`src/include/lps_pkg.sv`:
```
// Package of constants and types for the root port link power-state control
package lps_pkg;
    // ----------------------------------------
    // Device power states
    // ----------------------------------------
    typedef enum logic [2:0] {
        LPS_D0     = 3'h0,
        LPS_D1     = 3'h1,
        LPS_D2     = 3'h2,
        LPS_D3HOT  = 3'h3,
        LPS_D3COLD = 3'h4
    } lps_dstate_t;

    // ----------------------------------------
    // Link power states
    // ----------------------------------------
    typedef enum logic [2:0] {
        LPS_L0     = 3'h0,
        LPS_L1     = 3'h1,
        LPS_L23RDY = 3'h2,
        LPS_L2     = 3'h3,
        LPS_L3     = 3'h4,
        LPS_LDOWN  = 3'h5
    } lps_lstate_t;

    // ----------------------------------------
    // Link messages
    // ----------------------------------------
    typedef enum logic [2:0] {
        LPS_DN_NONE     = 3'h0,
        LPS_DN_SET_D    = 3'h1,
        LPS_DN_L1_EXIT  = 3'h2,
        LPS_DN_TURN_OFF = 3'h3,
        LPS_DN_TRAIN    = 3'h4
    } lps_dn_cmd_t;

    typedef enum logic [2:0] {
        LPS_UP_NONE      = 3'h0,
        LPS_UP_ACK       = 3'h1,
        LPS_UP_ENTER_L1  = 3'h2,
        LPS_UP_L1_EXIT   = 3'h3,
        LPS_UP_L23_READY = 3'h4,
        LPS_UP_PME       = 3'h5,
        LPS_UP_TRAIN_ACK = 3'h6
    } lps_up_cmd_t;

    // ----------------------------------------
    // Reset values and counts
    // ----------------------------------------
    localparam int          LPS_TRAIN_CYCLES   = 16;
    localparam logic        LPS_ASPM_CTL_RST   = 1'b0;
    localparam logic        LPS_ASPM_CAP_VALUE = 1'b0;
endpackage : lps_pkg

```
`src/include/lps_link_if.sv`:
```
// Interface joining root port and attached device
interface lps_link_if;
    import lps_pkg::*;
    logic        dn_valid;
    lps_dn_cmd_t dn_cmd;
    lps_dstate_t dn_dstate;
    logic        up_valid;
    lps_up_cmd_t up_cmd;

    modport root (output dn_valid, output dn_cmd, output dn_dstate,
                  input up_valid, input up_cmd);
    modport dev  (input dn_valid, input dn_cmd, input dn_dstate,
                  output up_valid, output up_cmd);
endinterface : lps_link_if

```
`src/rtl/lps_train_timer.sv`:
```
// Link training timer used after reset and power restore
module lps_train_timer
    import lps_pkg::*;
#(
    parameter int CYCLES = LPS_TRAIN_CYCLES
) (
    input  wire logic i_sys_clk,
    input  wire logic i_rstn,
    input  wire logic i_start,
    output logic      o_done
);
    localparam int CW = $clog2(CYCLES + 1);

    generate
        if (CYCLES < 1) begin : g_bad
            $error("CYCLES must be at least 1");
        end
    endgenerate

    logic [CW-1:0] cnt_reg;

    // ----------------------------------------
    // Count down from start to done
    // ----------------------------------------
    always_ff @(posedge i_sys_clk or negedge i_rstn) begin
        if (!i_rstn) begin
            cnt_reg <= '0;
        end else if (i_start) begin
            cnt_reg <= CW'(CYCLES);
        end else if (cnt_reg != '0) begin
            cnt_reg <= cnt_reg - 1'b1;
        end
    end

    always_ff @(posedge i_sys_clk or negedge i_rstn) begin
        if (!i_rstn) begin
            o_done <= 1'b0;
        end else begin
            o_done <= !i_start && (cnt_reg == CW'(1) || (cnt_reg == '0 && o_done));
        end
    end
endmodule : lps_train_timer

```
`src/rtl/lps_root_port.sv`:
```
// Root port end: link power state inferred from device power state
module lps_root_port
    import lps_pkg::*;
#(
    parameter int TRAIN_CYCLES = LPS_TRAIN_CYCLES
) (
    input  wire logic  i_sys_clk,
    input  wire logic  i_rstn,
    lps_link_if.root   link,
    input  wire logic  i_pm_req,
    input  lps_dstate_t i_pm_dstate,
    input  wire logic  i_aspm_wr,
    input  wire logic  i_aspm_val,
    input  wire logic  i_main_pwr_off,
    input  wire logic  i_aux_present,
    input  wire logic  i_pwr_restore,
    output lps_lstate_t o_link_state,
    output lps_dstate_t o_dstate,
    output logic       o_busy,
    output logic       o_pme,
    output logic       o_pwr_off_ok,
    output logic       o_aspm_cap,
    output logic       o_aspm_ctl,
    output logic       o_ref_clk_gate,
    output logic       o_wake_tone
);
    typedef enum logic [3:0] {
        ST_TRAIN    = 4'h0,
        ST_L0       = 4'h1,
        ST_WAIT_ACK = 4'h3,
        ST_L1       = 4'h2,
        ST_SEND_D0  = 4'h6,
        ST_TURN_OFF = 4'h7,
        ST_L23RDY   = 4'h5,
        ST_L2       = 4'h4,
        ST_L3       = 4'hc
    } lps_root_st_t;

    lps_root_st_t state_reg;
    lps_root_st_t state_next;
    logic         cold_pend_reg;
    logic         train_start_reg;
    logic         train_ack_reg;
    logic         train_done;
    logic         up_hit;
    lps_up_cmd_t  up_cmd;

    assign up_hit = link.up_valid;
    assign up_cmd = link.up_cmd;

    lps_train_timer #(
        .CYCLES (TRAIN_CYCLES)
    ) u_train (
        .i_sys_clk (i_sys_clk),
        .i_rstn    (i_rstn),
        .i_start   (train_start_reg),
        .o_done    (train_done)
    );

    // ----------------------------------------
    // Next state
    // ----------------------------------------
    always_comb begin
        state_next = state_reg;
        unique case (state_reg)
            ST_TRAIN: begin
                if (train_done && train_ack_reg) begin
                    state_next = ST_L0;
                end
            end
            ST_L0: begin
                if (up_hit && up_cmd == LPS_UP_ENTER_L1) begin
                    state_next = ST_L1;
                end else if (i_pm_req) begin
                    state_next = ST_WAIT_ACK;
                end
            end
            ST_WAIT_ACK: begin
                if (up_hit && up_cmd == LPS_UP_ACK) begin
                    state_next = ST_L0;
                end else if (up_hit && up_cmd == LPS_UP_ENTER_L1) begin
                    state_next = cold_pend_reg ? ST_TURN_OFF : ST_L1;
                end
            end
            ST_L1: begin
                if (up_hit && up_cmd == LPS_UP_L1_EXIT) begin
                    state_next = ST_L0;
                end else if (i_pm_req && i_pm_dstate == LPS_D0) begin
                    state_next = ST_SEND_D0;
                end else if (i_pm_req && i_pm_dstate == LPS_D3COLD
                             && o_dstate == LPS_D3HOT) begin
                    state_next = ST_TURN_OFF;
                end
            end
            ST_SEND_D0: begin
                state_next = ST_WAIT_ACK;
            end
            ST_TURN_OFF: begin
                if (up_hit && up_cmd == LPS_UP_L23_READY) begin
                    state_next = ST_L23RDY;
                end
            end
            ST_L23RDY: begin
                if (i_main_pwr_off) begin
                    state_next = i_aux_present ? ST_L2 : ST_L3;
                end
            end
            ST_L2, ST_L3: begin
                if (i_pwr_restore) begin
                    state_next = ST_TRAIN;
                end
            end
            default: begin
                state_next = ST_TRAIN;
            end
        endcase
    end

    always_ff @(posedge i_sys_clk or negedge i_rstn) begin
        if (!i_rstn) begin
            state_reg <= ST_TRAIN;
        end else begin
            state_reg <= state_next;
        end
    end

    // ----------------------------------------
    // Training handshake
    // ----------------------------------------
    always_ff @(posedge i_sys_clk or negedge i_rstn) begin
        if (!i_rstn) begin
            train_start_reg <= 1'b1;
        end else begin
            train_start_reg <= state_next == ST_TRAIN && state_reg != ST_TRAIN;
        end
    end

    always_ff @(posedge i_sys_clk or negedge i_rstn) begin
        if (!i_rstn) begin
            train_ack_reg <= 1'b0;
        end else if (up_hit && up_cmd == LPS_UP_TRAIN_ACK) begin
            train_ack_reg <= 1'b1;
        end else if (state_reg != ST_TRAIN) begin
            train_ack_reg <= 1'b0;
        end
    end

    // ----------------------------------------
    // Device state and cold request
    // ----------------------------------------
    always_ff @(posedge i_sys_clk or negedge i_rstn) begin
        if (!i_rstn) begin
            o_dstate      <= LPS_D0;
            cold_pend_reg <= 1'b0;
        end else if (state_next == ST_TRAIN) begin
            o_dstate      <= LPS_D0;
            cold_pend_reg <= 1'b0;
        end else if (state_reg == ST_L0 && state_next == ST_WAIT_ACK) begin
            o_dstate      <= (i_pm_dstate == LPS_D3COLD) ? LPS_D3HOT : i_pm_dstate;
            cold_pend_reg <= i_pm_dstate == LPS_D3COLD;
        end else if (state_reg == ST_SEND_D0) begin
            o_dstate <= LPS_D0;
        end else if (state_next == ST_L23RDY) begin
            o_dstate      <= LPS_D3COLD;
            cold_pend_reg <= 1'b0;
        end
    end

    // ----------------------------------------
    // Downstream messages
    // ----------------------------------------
    always_ff @(posedge i_sys_clk or negedge i_rstn) begin
        if (!i_rstn) begin
            link.dn_valid  <= 1'b0;
            link.dn_cmd    <= LPS_DN_NONE;
            link.dn_dstate <= LPS_D0;
        end else begin
            link.dn_valid  <= 1'b0;
            link.dn_cmd    <= LPS_DN_NONE;
            link.dn_dstate <= LPS_D0;
            if (train_start_reg && state_reg == ST_TRAIN) begin
                link.dn_valid <= 1'b1;
                link.dn_cmd   <= LPS_DN_TRAIN;
            end else if (state_reg == ST_L0 && state_next == ST_WAIT_ACK) begin
                link.dn_valid  <= 1'b1;
                link.dn_cmd    <= LPS_DN_SET_D;
                link.dn_dstate <= (i_pm_dstate == LPS_D3COLD) ? LPS_D3HOT : i_pm_dstate;
            end else if (state_reg == ST_L1 && state_next == ST_SEND_D0) begin
                link.dn_valid <= 1'b1;
                link.dn_cmd   <= LPS_DN_L1_EXIT;
            end else if (state_reg == ST_SEND_D0) begin
                link.dn_valid  <= 1'b1;
                link.dn_cmd    <= LPS_DN_SET_D;
                link.dn_dstate <= LPS_D0;
            end else if (state_next == ST_TURN_OFF && state_reg != ST_TURN_OFF) begin
                link.dn_valid <= 1'b1;
                link.dn_cmd   <= LPS_DN_TURN_OFF;
            end
        end
    end

    // ----------------------------------------
    // Status outputs
    // ----------------------------------------
    always_ff @(posedge i_sys_clk or negedge i_rstn) begin
        if (!i_rstn) begin
            o_link_state <= LPS_LDOWN;
            o_busy       <= 1'b1;
            o_pwr_off_ok <= 1'b0;
        end else begin
            unique case (state_next)
                ST_L0, ST_WAIT_ACK, ST_SEND_D0, ST_TURN_OFF: o_link_state <= LPS_L0;
                ST_L1:     o_link_state <= LPS_L1;
                ST_L23RDY: o_link_state <= LPS_L23RDY;
                ST_L2:     o_link_state <= LPS_L2;
                ST_L3:     o_link_state <= LPS_L3;
                default:   o_link_state <= LPS_LDOWN;
            endcase
            o_busy       <= !(state_next == ST_L0 || state_next == ST_L1);
            o_pwr_off_ok <= state_next == ST_L23RDY;
        end
    end

    always_ff @(posedge i_sys_clk or negedge i_rstn) begin
        if (!i_rstn) begin
            o_pme <= 1'b0;
        end else begin
            o_pme <= up_hit && up_cmd == LPS_UP_PME;
        end
    end

    // ----------------------------------------
    // ASPM capability and control
    // ----------------------------------------
    always_ff @(posedge i_sys_clk or negedge i_rstn) begin
        if (!i_rstn) begin
            o_aspm_cap <= LPS_ASPM_CAP_VALUE;
        end else begin
            o_aspm_cap <= LPS_ASPM_CAP_VALUE;
        end
    end

    always_ff @(posedge i_sys_clk or negedge i_rstn) begin
        if (!i_rstn) begin
            o_aspm_ctl <= LPS_ASPM_CTL_RST;
        end else if (i_aspm_wr) begin
            o_aspm_ctl <= i_aspm_val;
        end
    end

    // ----------------------------------------
    // No per-port clock gating or wake tone
    // ----------------------------------------
    always_ff @(posedge i_sys_clk or negedge i_rstn) begin
        if (!i_rstn) begin
            o_ref_clk_gate <= 1'b0;
            o_wake_tone    <= 1'b0;
        end else begin
            o_ref_clk_gate <= 1'b0;
            o_wake_tone    <= 1'b0;
        end
    end
endmodule : lps_root_port

```
`src/flat_wrapper.sv`:
```
// flat-port wrapper written by rule: the top's interface ports become plain ports
module lps_root_port_flat import lps_pkg::*;
#(
    parameter int TRAIN_CYCLES = LPS_TRAIN_CYCLES
)
  (i_sys_clk, i_rstn, i_pm_req, i_pm_dstate, i_aspm_wr, i_aspm_val, i_main_pwr_off, i_aux_present, i_pwr_restore, o_link_state, o_dstate, o_busy, o_pme, o_pwr_off_ok, o_aspm_cap, o_aspm_ctl, o_ref_clk_gate, o_wake_tone, link_dn_valid, link_dn_cmd, link_dn_dstate, link_up_valid, link_up_cmd);
  lps_link_if link_i ();
  input  wire logic i_sys_clk;
  input  wire logic i_rstn;
  input  wire logic i_pm_req;
  input  lps_dstate_t i_pm_dstate;
  input  wire logic i_aspm_wr;
  input  wire logic i_aspm_val;
  input  wire logic i_main_pwr_off;
  input  wire logic i_aux_present;
  input  wire logic i_pwr_restore;
  output lps_lstate_t o_link_state;
  output lps_dstate_t o_dstate;
  output logic o_busy;
  output logic o_pme;
  output logic o_pwr_off_ok;
  output logic o_aspm_cap;
  output logic o_aspm_ctl;
  output logic o_ref_clk_gate;
  output logic o_wake_tone;
  output wire logic [$bits(link_i.dn_valid)-1:0] link_dn_valid;
  output wire logic [$bits(link_i.dn_cmd)-1:0] link_dn_cmd;
  output wire logic [$bits(link_i.dn_dstate)-1:0] link_dn_dstate;
  input wire logic [$bits(link_i.up_valid)-1:0] link_up_valid;
  input wire logic [$bits(link_i.up_cmd)-1:0] link_up_cmd;
  assign link_dn_valid = link_i.dn_valid;
  assign link_dn_cmd = link_i.dn_cmd;
  assign link_dn_dstate = link_i.dn_dstate;
  assign link_i.up_valid = link_up_valid;
  assign link_i.up_cmd = link_up_cmd;
  lps_root_port #(.TRAIN_CYCLES(TRAIN_CYCLES)) u_core (.i_sys_clk(i_sys_clk), .i_rstn(i_rstn), .link(link_i), .i_pm_req(i_pm_req), .i_pm_dstate(i_pm_dstate), .i_aspm_wr(i_aspm_wr), .i_aspm_val(i_aspm_val), .i_main_pwr_off(i_main_pwr_off), .i_aux_present(i_aux_present), .i_pwr_restore(i_pwr_restore), .o_link_state(o_link_state), .o_dstate(o_dstate), .o_busy(o_busy), .o_pme(o_pme), .o_pwr_off_ok(o_pwr_off_ok), .o_aspm_cap(o_aspm_cap), .o_aspm_ctl(o_aspm_ctl), .o_ref_clk_gate(o_ref_clk_gate), .o_wake_tone(o_wake_tone));
endmodule
```
`config.mk`:
```
export PLATFORM = sky130hd
export DESIGN_NAME = lps_root_port_flat
export DESIGN_NICKNAME = d
export VERILOG_FILES = /design/src/include/lps_pkg.sv /design/src/include/lps_link_if.sv /design/src/rtl/lps_train_timer.sv /design/src/rtl/lps_root_port.sv /design/src/flat_wrapper.sv
export SDC_FILE = /design/constraint.sdc
export NUM_CORES = 1
export LEC_CHECK = 0
export BUFFER_PORTS_ARGS = -buffer_cell sky130_fd_sc_hd__buf_2
export CORE_MARGIN = 2
export CORE_UTILIZATION = 53
export CTS_CLUSTER_SIZE = 28
export DETAILED_ROUTE_END_ITERATION = 10
export PLACE_DENSITY = 0.9
export SYNTH_ARGS = -nofsm -noshare
export SYNTH_HDL_FRONTEND = slang
export SYNTH_SLANG_ARGS = --single-unit
```
`constraint.sdc`:
```
create_clock -name i_sys_clk -period 2.3 [get_ports i_sys_clk]
set_input_delay 0.46 -clock i_sys_clk [delete_from_list [all_inputs] [get_ports i_sys_clk]]
set_output_delay 0.46 -clock i_sys_clk [all_outputs]
set_load 0.02 [all_outputs]
```
Yosys cells after proc, flatten, opt, wreduce, memory -nomap -nowiden
Memories as Yosys holds them, arrays and structs flattened. A register that Yosys moved wholly into a read port is not among the register bits. Index checks and enable logic that the tools add are counted.

Multiplexer cells: 39. Reduce and logical (&&, ||, !) cells: 34. Add/subtract/negate cells: 1. Equality and inequality tests: 25.

Operator list (count): 4-bit two-way mux (12); 3-bit two-way mux (12); 4-bit case mux with 8 select lines (1); 4-bit by 3-bit == test with 1-bit output, second input constant (7); 1-bit logical AND (17); 4-bit by 2-bit == test with 1-bit output, second input constant (4); 3-bit == test, second input constant (4); 1-bit two-way mux (11); 5-bit two-way mux (2); 3-bit by 2-bit == test with 1-bit output, second input constant (3); 4-bit by 1-bit == test with 1-bit output, second input constant (2); 4-bit logical NOT (2); 4-bit nonzero test (2); 5-bit by 1-bit == test with 1-bit output, second input constant (1); 5-bit logical NOT (1); 5-bit nonzero test (1); 5-bit by 1-bit subtractor with 5-bit output, second input constant (1); 4-bit == test, second input constant (1); 4-bit by 3-bit inequality test with 1-bit output, second input constant (1); 2-bit nonzero test (2); 3-bit by 1-bit == test with 1-bit output, second input constant (1); 1-bit logical NOT (3); 3-bit logical NOT (1); 3-bit by 1-bit inequality test with 1-bit output, second input constant (1); other kinds (5) (6).

ROM bits: 48. Memories: 1. Flip-flop bits (word level): 27.

Memories: (no name shown) (words 16, width 3, rd ports 1, clocked after Yosys merged registers in 1, wr ports 0, line lps_root_port.sv:211) `unique case (state_next)`.

Longest topological paths before layout
Gate-level depths: netlist of run 1.

Depth in word-level cells: 14. Gate-level depth with buffers: 8. Gate-level depth less buffers: 7.

Hierarchy
Synthesis of run 1 repeated with hierarchy kept, for this count alone.

Cell total of the unflattened synthesis: 149. Area total of the unflattened synthesis: 1531.5 um^2.

Modules (own cells, without submodules): lps_root_port (cells each 121, area each 1229.9 um^2, sequential area each 605.6 um^2, times used 1); lps_train_timer (cells each 28, area each 301.5 um^2, sequential area each 150.1 um^2, times used 1).

Least setup slack after synthesis of run 1
OpenSTA, ideal clock, no wires.

Kind: input-to-reg. Start: in link_up_cmd[0]. End: reg u_core.cold_pend_reg. Library setup time: 0.136 ns. Slack: 0.436 ns. Stages: 7. Data arrival time: 1.728 ns. Buffers on the path: 1. Required time: 2.164 ns. Cells stage by stage: and4bb_1 o21ba_2 o211ai_2 buf_6 a311oi_1 o31ai_1 o41ai_2.

Longest elaborated chain between the ends: 9. Elaborated cells on any way between the ends: 23.

RTL lines: from (decl) (line flat_wrapper.sv:30) `input wire logic [$bits(link_i.up_cmd)-1:0] link_up_cmd;`; 3-bit by 2-bit == test with 1-bit output (line lps_root_port.sv:72, lps_root_port.sv:81); 1-bit logical AND (line lps_root_port.sv:72, lps_root_port.sv:81); 4-bit two-way mux (line lps_root_port.sv:81) `end else if (up_hit && up_cmd == LPS_UP_ENTER_L1) begin`; 4-bit two-way mux (line lps_root_port.sv:79) `if (up_hit && up_cmd == LPS_UP_ACK) begin`; 4-bit case mux with 8 select lines * (line lps_root_port.sv:65) `unique case (state_reg)`; net u_core.state_next[1] (line lps_root_port.sv:40) `lps_root_st_t state_next;`; 4-bit by 2-bit == test with 1-bit output (line lps_root_port.sv:158) `end else if (state_reg == ST_L0 && state_next == ST_WAIT_ACK) begin`; 1-bit logical AND (line lps_root_port.sv:158); 3-bit by 1-bit inequality test with 1-bit output (no source line), or another cell as far along; 2-bit AND reduction (no source line) or 1-bit two-way mux (tied branches); to (signal assigned) (line lps_root_port.sv:157) `cold_pend_reg <= 1'b0;`; to (signal assigned) (line lps_root_port.sv:160) `cold_pend_reg <= i_pm_dstate == LPS_D3COLD;`; to (signal assigned) (line lps_root_port.sv:165) `cold_pend_reg <= 1'b0;`; to (decl) (line lps_root_port.sv:41) `logic cold_pend_reg;`.

Mark *: on every way through the listed nets, which the timed path passes. The rest lies on a longest branch. A chain may end at the register's enable or synchronous reset.

Final worst setup path of run 1
Start: reg u_core.state_reg[2]. End: reg u_core.o_dstate[2].

Elaborated cells on any way between the ends: 30.

RTL lines: from (decl) (line lps_root_port.sv:39) `lps_root_st_t state_reg;`; from (signal assigned) (line lps_root_port.sv:123) `state_reg <= state_next;`; 4-bit by 3-bit == test with 1-bit output or 4-bit == test (tied branches) (line lps_root_port.sv:65); 2-bit OR reduction (line lps_root_port.sv:65); 4-bit case mux with 8 select lines * (line lps_root_port.sv:65); net u_core.state_next[0] (line lps_root_port.sv:40); 4-bit by 2-bit == test with 1-bit output (line lps_root_port.sv:158); 1-bit logical AND (line lps_root_port.sv:158); 3-bit two-way mux (line lps_root_port.sv:158); 3-bit two-way mux (line lps_root_port.sv:155) `end else if (state_next == ST_TRAIN) begin`; to (signal assigned) (line lps_root_port.sv:159) `o_dstate <= (i_pm_dstate == LPS_D3COLD) ? LPS_D3HOT : i_pm_dstate;`; to (decl) (line lps_root_port.sv:18) `output lps_dstate_t o_dstate,`.

Marks and branches as above.

==> results of run 1 <==
==> power by group through the flow <==
stage | combinational (mW) | sequential (mW) | clock [mW]
after global placement | 1.00 | 0.849 | 0
after global routing | 1.17 | 0.880 | 0.461
after detailed placement | 1.06 | 0.865 | 0
after CTS | 1.07 | 0.856 | 0.438
after floorplan | 0.747 | 0.905 | 0
final | 1.07 | 0.855 | 0.431
==> metrics by stage <==
stage                     total power [mW]  cells  cell area [um2]  setup slack [ns]  hold WS, ns
after CTS                             2.36    213             1850             0.263        0.168
after floorplan                       1.65    146             1600             0.436        0.164
final                                 2.35    213             1850             0.243        0.149
after detailed placement              1.93    205             1760             0.159        0.480
after global routing                  2.51    213             1850             0.129        0.195
after global placement                1.85    205             1760             0.242        0.472
==> cell type report <==
| cell class | count | area share [%] |
|---|---|---|
| Timing Repair Buffer | 35 | 10.0 |
| Multi-Input combinational cell | 101 | 40.5 |
| Tap cell | 31 | 2.10 |
| Clock buffer | 7 | 2.98 |
| Clock inverter | 1 | 1.62 |
| Sequential cell | 30 | 40.9 |
| Inverter | 8 | 1.89 |
==> layer usage <==
metal | share of wire [%] | wire length (um) | vias up | global-route usage (%)
li1 | - | - | 590 | -
met5 | 0 | 0 | - | 0
met2 | 55 | 1850 | 41 | 41.3
met1 | 40 | 1340 | 615 | 27.1
met3 | 4.9 | 165 | 5 | 4.62
met4 | 0.68 | 23 | 0 | 5.84
==> worst paths after layout <==
path,end,cells past startpoint
max,u_core.o_dstate[2]$_DFFE_PN0P_,7
min,u_core.o_pme$_DFF_PN0_,1
max reg2reg,u_core.o_dstate[2]$_DFFE_PN0P_,7
min reg2reg,u_core.train_ack_reg$_DFFE_PN0P_,1
max in group asynchronous,u_core.o_link_state[1]$_DFF_PN0_,1
min in group i_sys_clk,u_core.o_aspm_ctl$_DFFE_PN0P_,2
==> placed cells by master, fill, tap and decap left out, drive strengths merged, types with 4 or more instances in the layout <==
master / Yosys / final
nor2: 11 / 11
a21oi: 5 / 5
clkbuf: 0 / 7
dfstp: 4 / 4
nand3: 5 / 5
inv: 7 / 7
dfrtp: 26 / 26
buf: 7 / 35
o21ai: 5 / 5
nand2: 9 / 9
nor3: 4 / 4
==> critical path, cell delays in order (launching register included) <==
cell,delay [ns]
dfrtp_1,0.59
and4bb_1,0.28
o21ai_0,0.07
and2_1,0.19
and3_4,0.24
clkinv_4,0.09
a211o_1,0.30
and4_1,0.20
==> kinds of logic (layout without fill, tap and decap cells) <==
logic type               count (synthesis)  in the layout
AND/OR/NAND/NOR                         59             59
AO/OA/AOI/OAI                           31             31
flip-flops                              30             30
buffers and inverters                   15             51
adder cells (fa/ha/maj)                  3              3
XOR/XNOR                                 3              3
multiplexers                             2              2
other                                    1              3
==> run metrics, run 1 <==
status=finished, violations left; failing checks=design-rule violations; Core Rows=19; pin count of the biggest net entering global routing=31; multi-input logic area=approximately 750 um2; Yosys cell types=between 50 and 60; WL per Instance=15.9 um; synthesized flop and latch total=30; RSZ-0062 raised after global routing=no; count leader, synth=dfrtp_1; Inserted Diodes=0; Setup crit start=u_core.state_reg[2]$_DFF_PN0_; worst slew pin tran=0.644 ns; Placer Congestion=0.880; initial antenna violation count=0; antenna viol nets, final=0; post-synth top area share=between 40% and 50%; Leakage=0.920 nW; GR Util All Layers=22.6%; R2R Setup Slk=0.24 ns; Startpoint Class=register; Layout area overhead=16.4%; Max Buffers Root-to-Sink=2; clock network power share=between 10% and 20%; fill count=roughly 230; sequential cell area=756 um2; Synth Flop Type=dfrtp_1; CP arrival=2.26 ns; crit end category=register; PD cells=1270 nW/um2; Clock Pin Slew Worst Setup and Hold Paths=0.10 ns; top cells by area, synth=dfrtp_1 (41%), dfstp_2 (6.6%), nor4b_4 (3.0%); Max-Cap Viols=0; Synth Area in Adders=2.36%; Die Area=around 3500 um2; Die Width=58.8 um; vias=1251; worst vdd ir=0.000737 V; Placeable Area=2810 um2; Post-synth EDFFs=0; router iterations before antenna repair=7; grt ovf=0; mean post-synth cell area=11.0 um2; asr flop ratio synth=100%; H-tree levels=2; fin crit share=89.4%; Sw Ratio=between 30% and 40%; synth warn=0; final hold vios=0; Hold Path Class=primary input to async pin; final net count=199; endpoints failing setup=0; Post-Synth XOR/XNOR Area=1.65%; Synth top cells by count=dfrtp_1 (26), nor2_1 (11), nand2_1 (9); root buf cell=clkbuf_4; Slew Limit Fails=0; wire length of the first global-routing pass=slightly below 6000 um; via/cell ratio=~5.9; Worst Path Required=2.51 ns; FF-to-FF Start=u_core.state_reg[2]$_DFF_PN0_; largest family of logic cells by synthesized area=simple AND/OR/NAND/NOR gates; Synth area leader=dfrtp_1; clock buffer count from CTS=5; CTS Hold Bufs=0; maximum fanout along the worst path=10; DR iter-0 viols=57; min Tclk post-route=~2.1 ns; synthesized area=between 1500 and 2000 um2; clock latency on the worst-skew pair=0.32 ns; vias in the first global route=1238; sum of negative setup slack=0 ns; CTS tree=built; # IOs=35; final wirelength=roughly 3400 um; max reg flops=5; Post-CTS Setup Inserts=0; mux contribution to synthesized area=1.34%; Power Internal=1.43 mW; f_max=0.486 GHz; Seq/Total Area, Yosys=47.6%; simple-gate share of the synthesized area=26.0%; proportion of power drawn by flip-flops and latches=36.3%; Die Span Y=58.8 um; Synth Area in Compound Gates=15.1%; net switching power=0.917 mW; kind of critical path=register to register; # resized after CTS=0; combinational share of power=a little under half; clock skew=0.0129 ns; initial core utilization=56.6%; share of cells above drive strength 1=between 30% and 40%; relative slew slack=57.1%; DR DRC count=1; clock sinks=30; cell count after synthesis=144; I/O Buffers=31; Detailed Place HPWL=~2600 um; fin util=65.9%
(Power assumes the default switching activity.)
==> run 2, diff against run 1 <==
Settings changed: CORE_UTILIZATION 53 to 57, PLACE_DENSITY 0.9 to 0.95.
Clock period 2.3 ns to 2.7 ns, I/O delays scaled along.
==> run metrics, run 2 (same netlist as run 1, synthesis figures left out) <==
status=complete, no violations; root buf cell=clkbuf_4; # resized after CTS=0; clock sinks=30; pin count of the biggest net entering global routing=31; max reg flops=5; final net count=around 200; worst slew pin tran=around 0.63 ns; crit end category=register; GR Util All Layers=approximately 22%; CTS Hold Bufs=0; CP arrival=2.38 ns; clock skew=0.0135 ns; maximum fanout along the worst path=13; leading cell type in the layout, fill and taps excluded=buf_2; initial core utilization=around three fifths; most frequent cells in the layout=buf_2 (31), dfrtp_1 (26), nor2_1 (11), nand2_1 (9), inv_1 (7); Worst Path Required=2.90 ns; f_max=0.458 GHz; Leakage=around 0.89 nW; vias=roughly 1200; RSZ-0062 raised after global routing=no; kind of critical path=register to register; Startpoint Class=register; vias in the first global route=around 1200; fill count=226; Placeable Area=2710 um2; sum of negative setup slack=0 ns; Placer Congestion=0.843; Die Width=56.8 um; antenna viol nets, final=0; Area after DPL=1730 um2; clock buffer count from CTS=5; initial antenna violation count=0; # IOs=35; H-tree levels=2; grt ovf=0; Final Cell Area=1790 um2; Die Span Y=between 50 and 60 um; Max Buffers Root-to-Sink=2; PD cells=1020 nW/um2; share of cells above drive strength 1=31.5%; endpoints failing setup=0; Layout area overhead=12.4%; worst vdd ir=0.000693 V; final wirelength=just over 3000 um; Max-Cap Viols=0; Hold Path Class=primary input to async pin; WL per Instance=14.9 um; Inserted Diodes=0; clock latency on the worst-skew pair=0.33 ns; router iterations before antenna repair=5; wire length of the first global-routing pass=5360 um; Core Rows=19; fin crit share=80.9%; Die Area=3230 um2; DR iter-0 viols=54; Post-CTS Setup Inserts=0; DR DRC count=0; via/cell ratio=5.77; min Tclk post-route=2.18 ns; final hold vios=0; CTS tree=built; I/O Buffers=31; relative slew slack=57.8%; Slew Limit Fails=0; Detailed Place HPWL=2420 um; Clock Pin Slew Worst Setup and Hold Paths=0.10 ns
[run 2: final timing paths]
check / start / to / slack [ns] / depth (start not counted)
setup / recovery: u_core.state_reg[0]$_DFF_PN0_ / u_core.cold_pend_reg$_DFFE_PN0P_ / 0.52 / 6
hold / removal: i_rstn / u_core.link.dn_cmd[0]$_DFF_PN0_ / 0.22 / 1
setup reg to reg: u_core.state_reg[0]$_DFF_PN0_ / u_core.cold_pend_reg$_DFFE_PN0P_ / 0.52 / 6
hold reg to reg: u_core.o_aspm_ctl$_DFFE_PN0P_ / u_core.o_aspm_ctl$_DFFE_PN0P_ / 0.52 / 1
max in group asynchronous: i_rstn / u_core.link.dn_dstate[2]$_DFF_PN0_ / 2.06 / 1
min in group i_sys_clk: i_pm_dstate[0] / u_core.cold_pend_reg$_DFFE_PN0P_ / 0.45 / 2
[run 2: routing by layer]
| metal | vias to the layer above | track usage [%] | part of all wire, % |
|---|---|---|---|
| li1 | 584 | - | - |
| met1 | 578 | 25.8 | 40 |
| met2 | 37 | 38.4 | 52 |
| met3 | 6 | 6.68 | 5.8 |
| met4 | 0 | 7.31 | 1.6 |
| met5 | - | 0 | 0 |
[run 2: cell type report]
class                           instances  area, um2  area share (%)
Tap cell                               31       38.8            2.17
Clock inverter                          2       10.0           0.561
Multi-Input combinational cell        101        749            42.0
Inverter                                8       35.0            1.96
Sequential cell                        30        756            42.3
Clock buffer                            6       41.3            2.31
Timing Repair Buffer                   31        155            8.69
[run 2: through the flow]
stage / cells / util, % / total power [mW] / hold slack, ns / setup slack, ns
2_1_floorplan: 146 / - / 1.41 / 0.244 / 0.756
5_1_grt: 209 / 65.9 / 1.97 / 0.252 / 0.375
3_5_place_dp: 201 / 64.0 / 1.59 / 0.506 / 0.366
4_1_cts: 209 / 65.9 / 1.84 / 0.228 / 0.509
3_3_place_gp: 201 / 64.0 / 1.53 / 0.476 / 0.477
6_report: 209 / 65.9 / 1.82 / 0.218 / 0.516
[run 2: worst max-delay path, stage by stage (launching register included)]
cell and delay (ns):
dfrtp_1 0.58, nor4b_4 0.48, a22oi_2 0.12, o211ai_2 0.25, a311oi_1 0.15, o31ai_1 0.33, o41ai_2 0.13
[run 2: power by group]
group	switching, mW	internal (mW)	leakage, nW
clock network	0.145	0.0989	0.0320
logic	0.487	0.362	0.469
registers	0.124	0.602	0.385
total	0.756	1.06	0.886
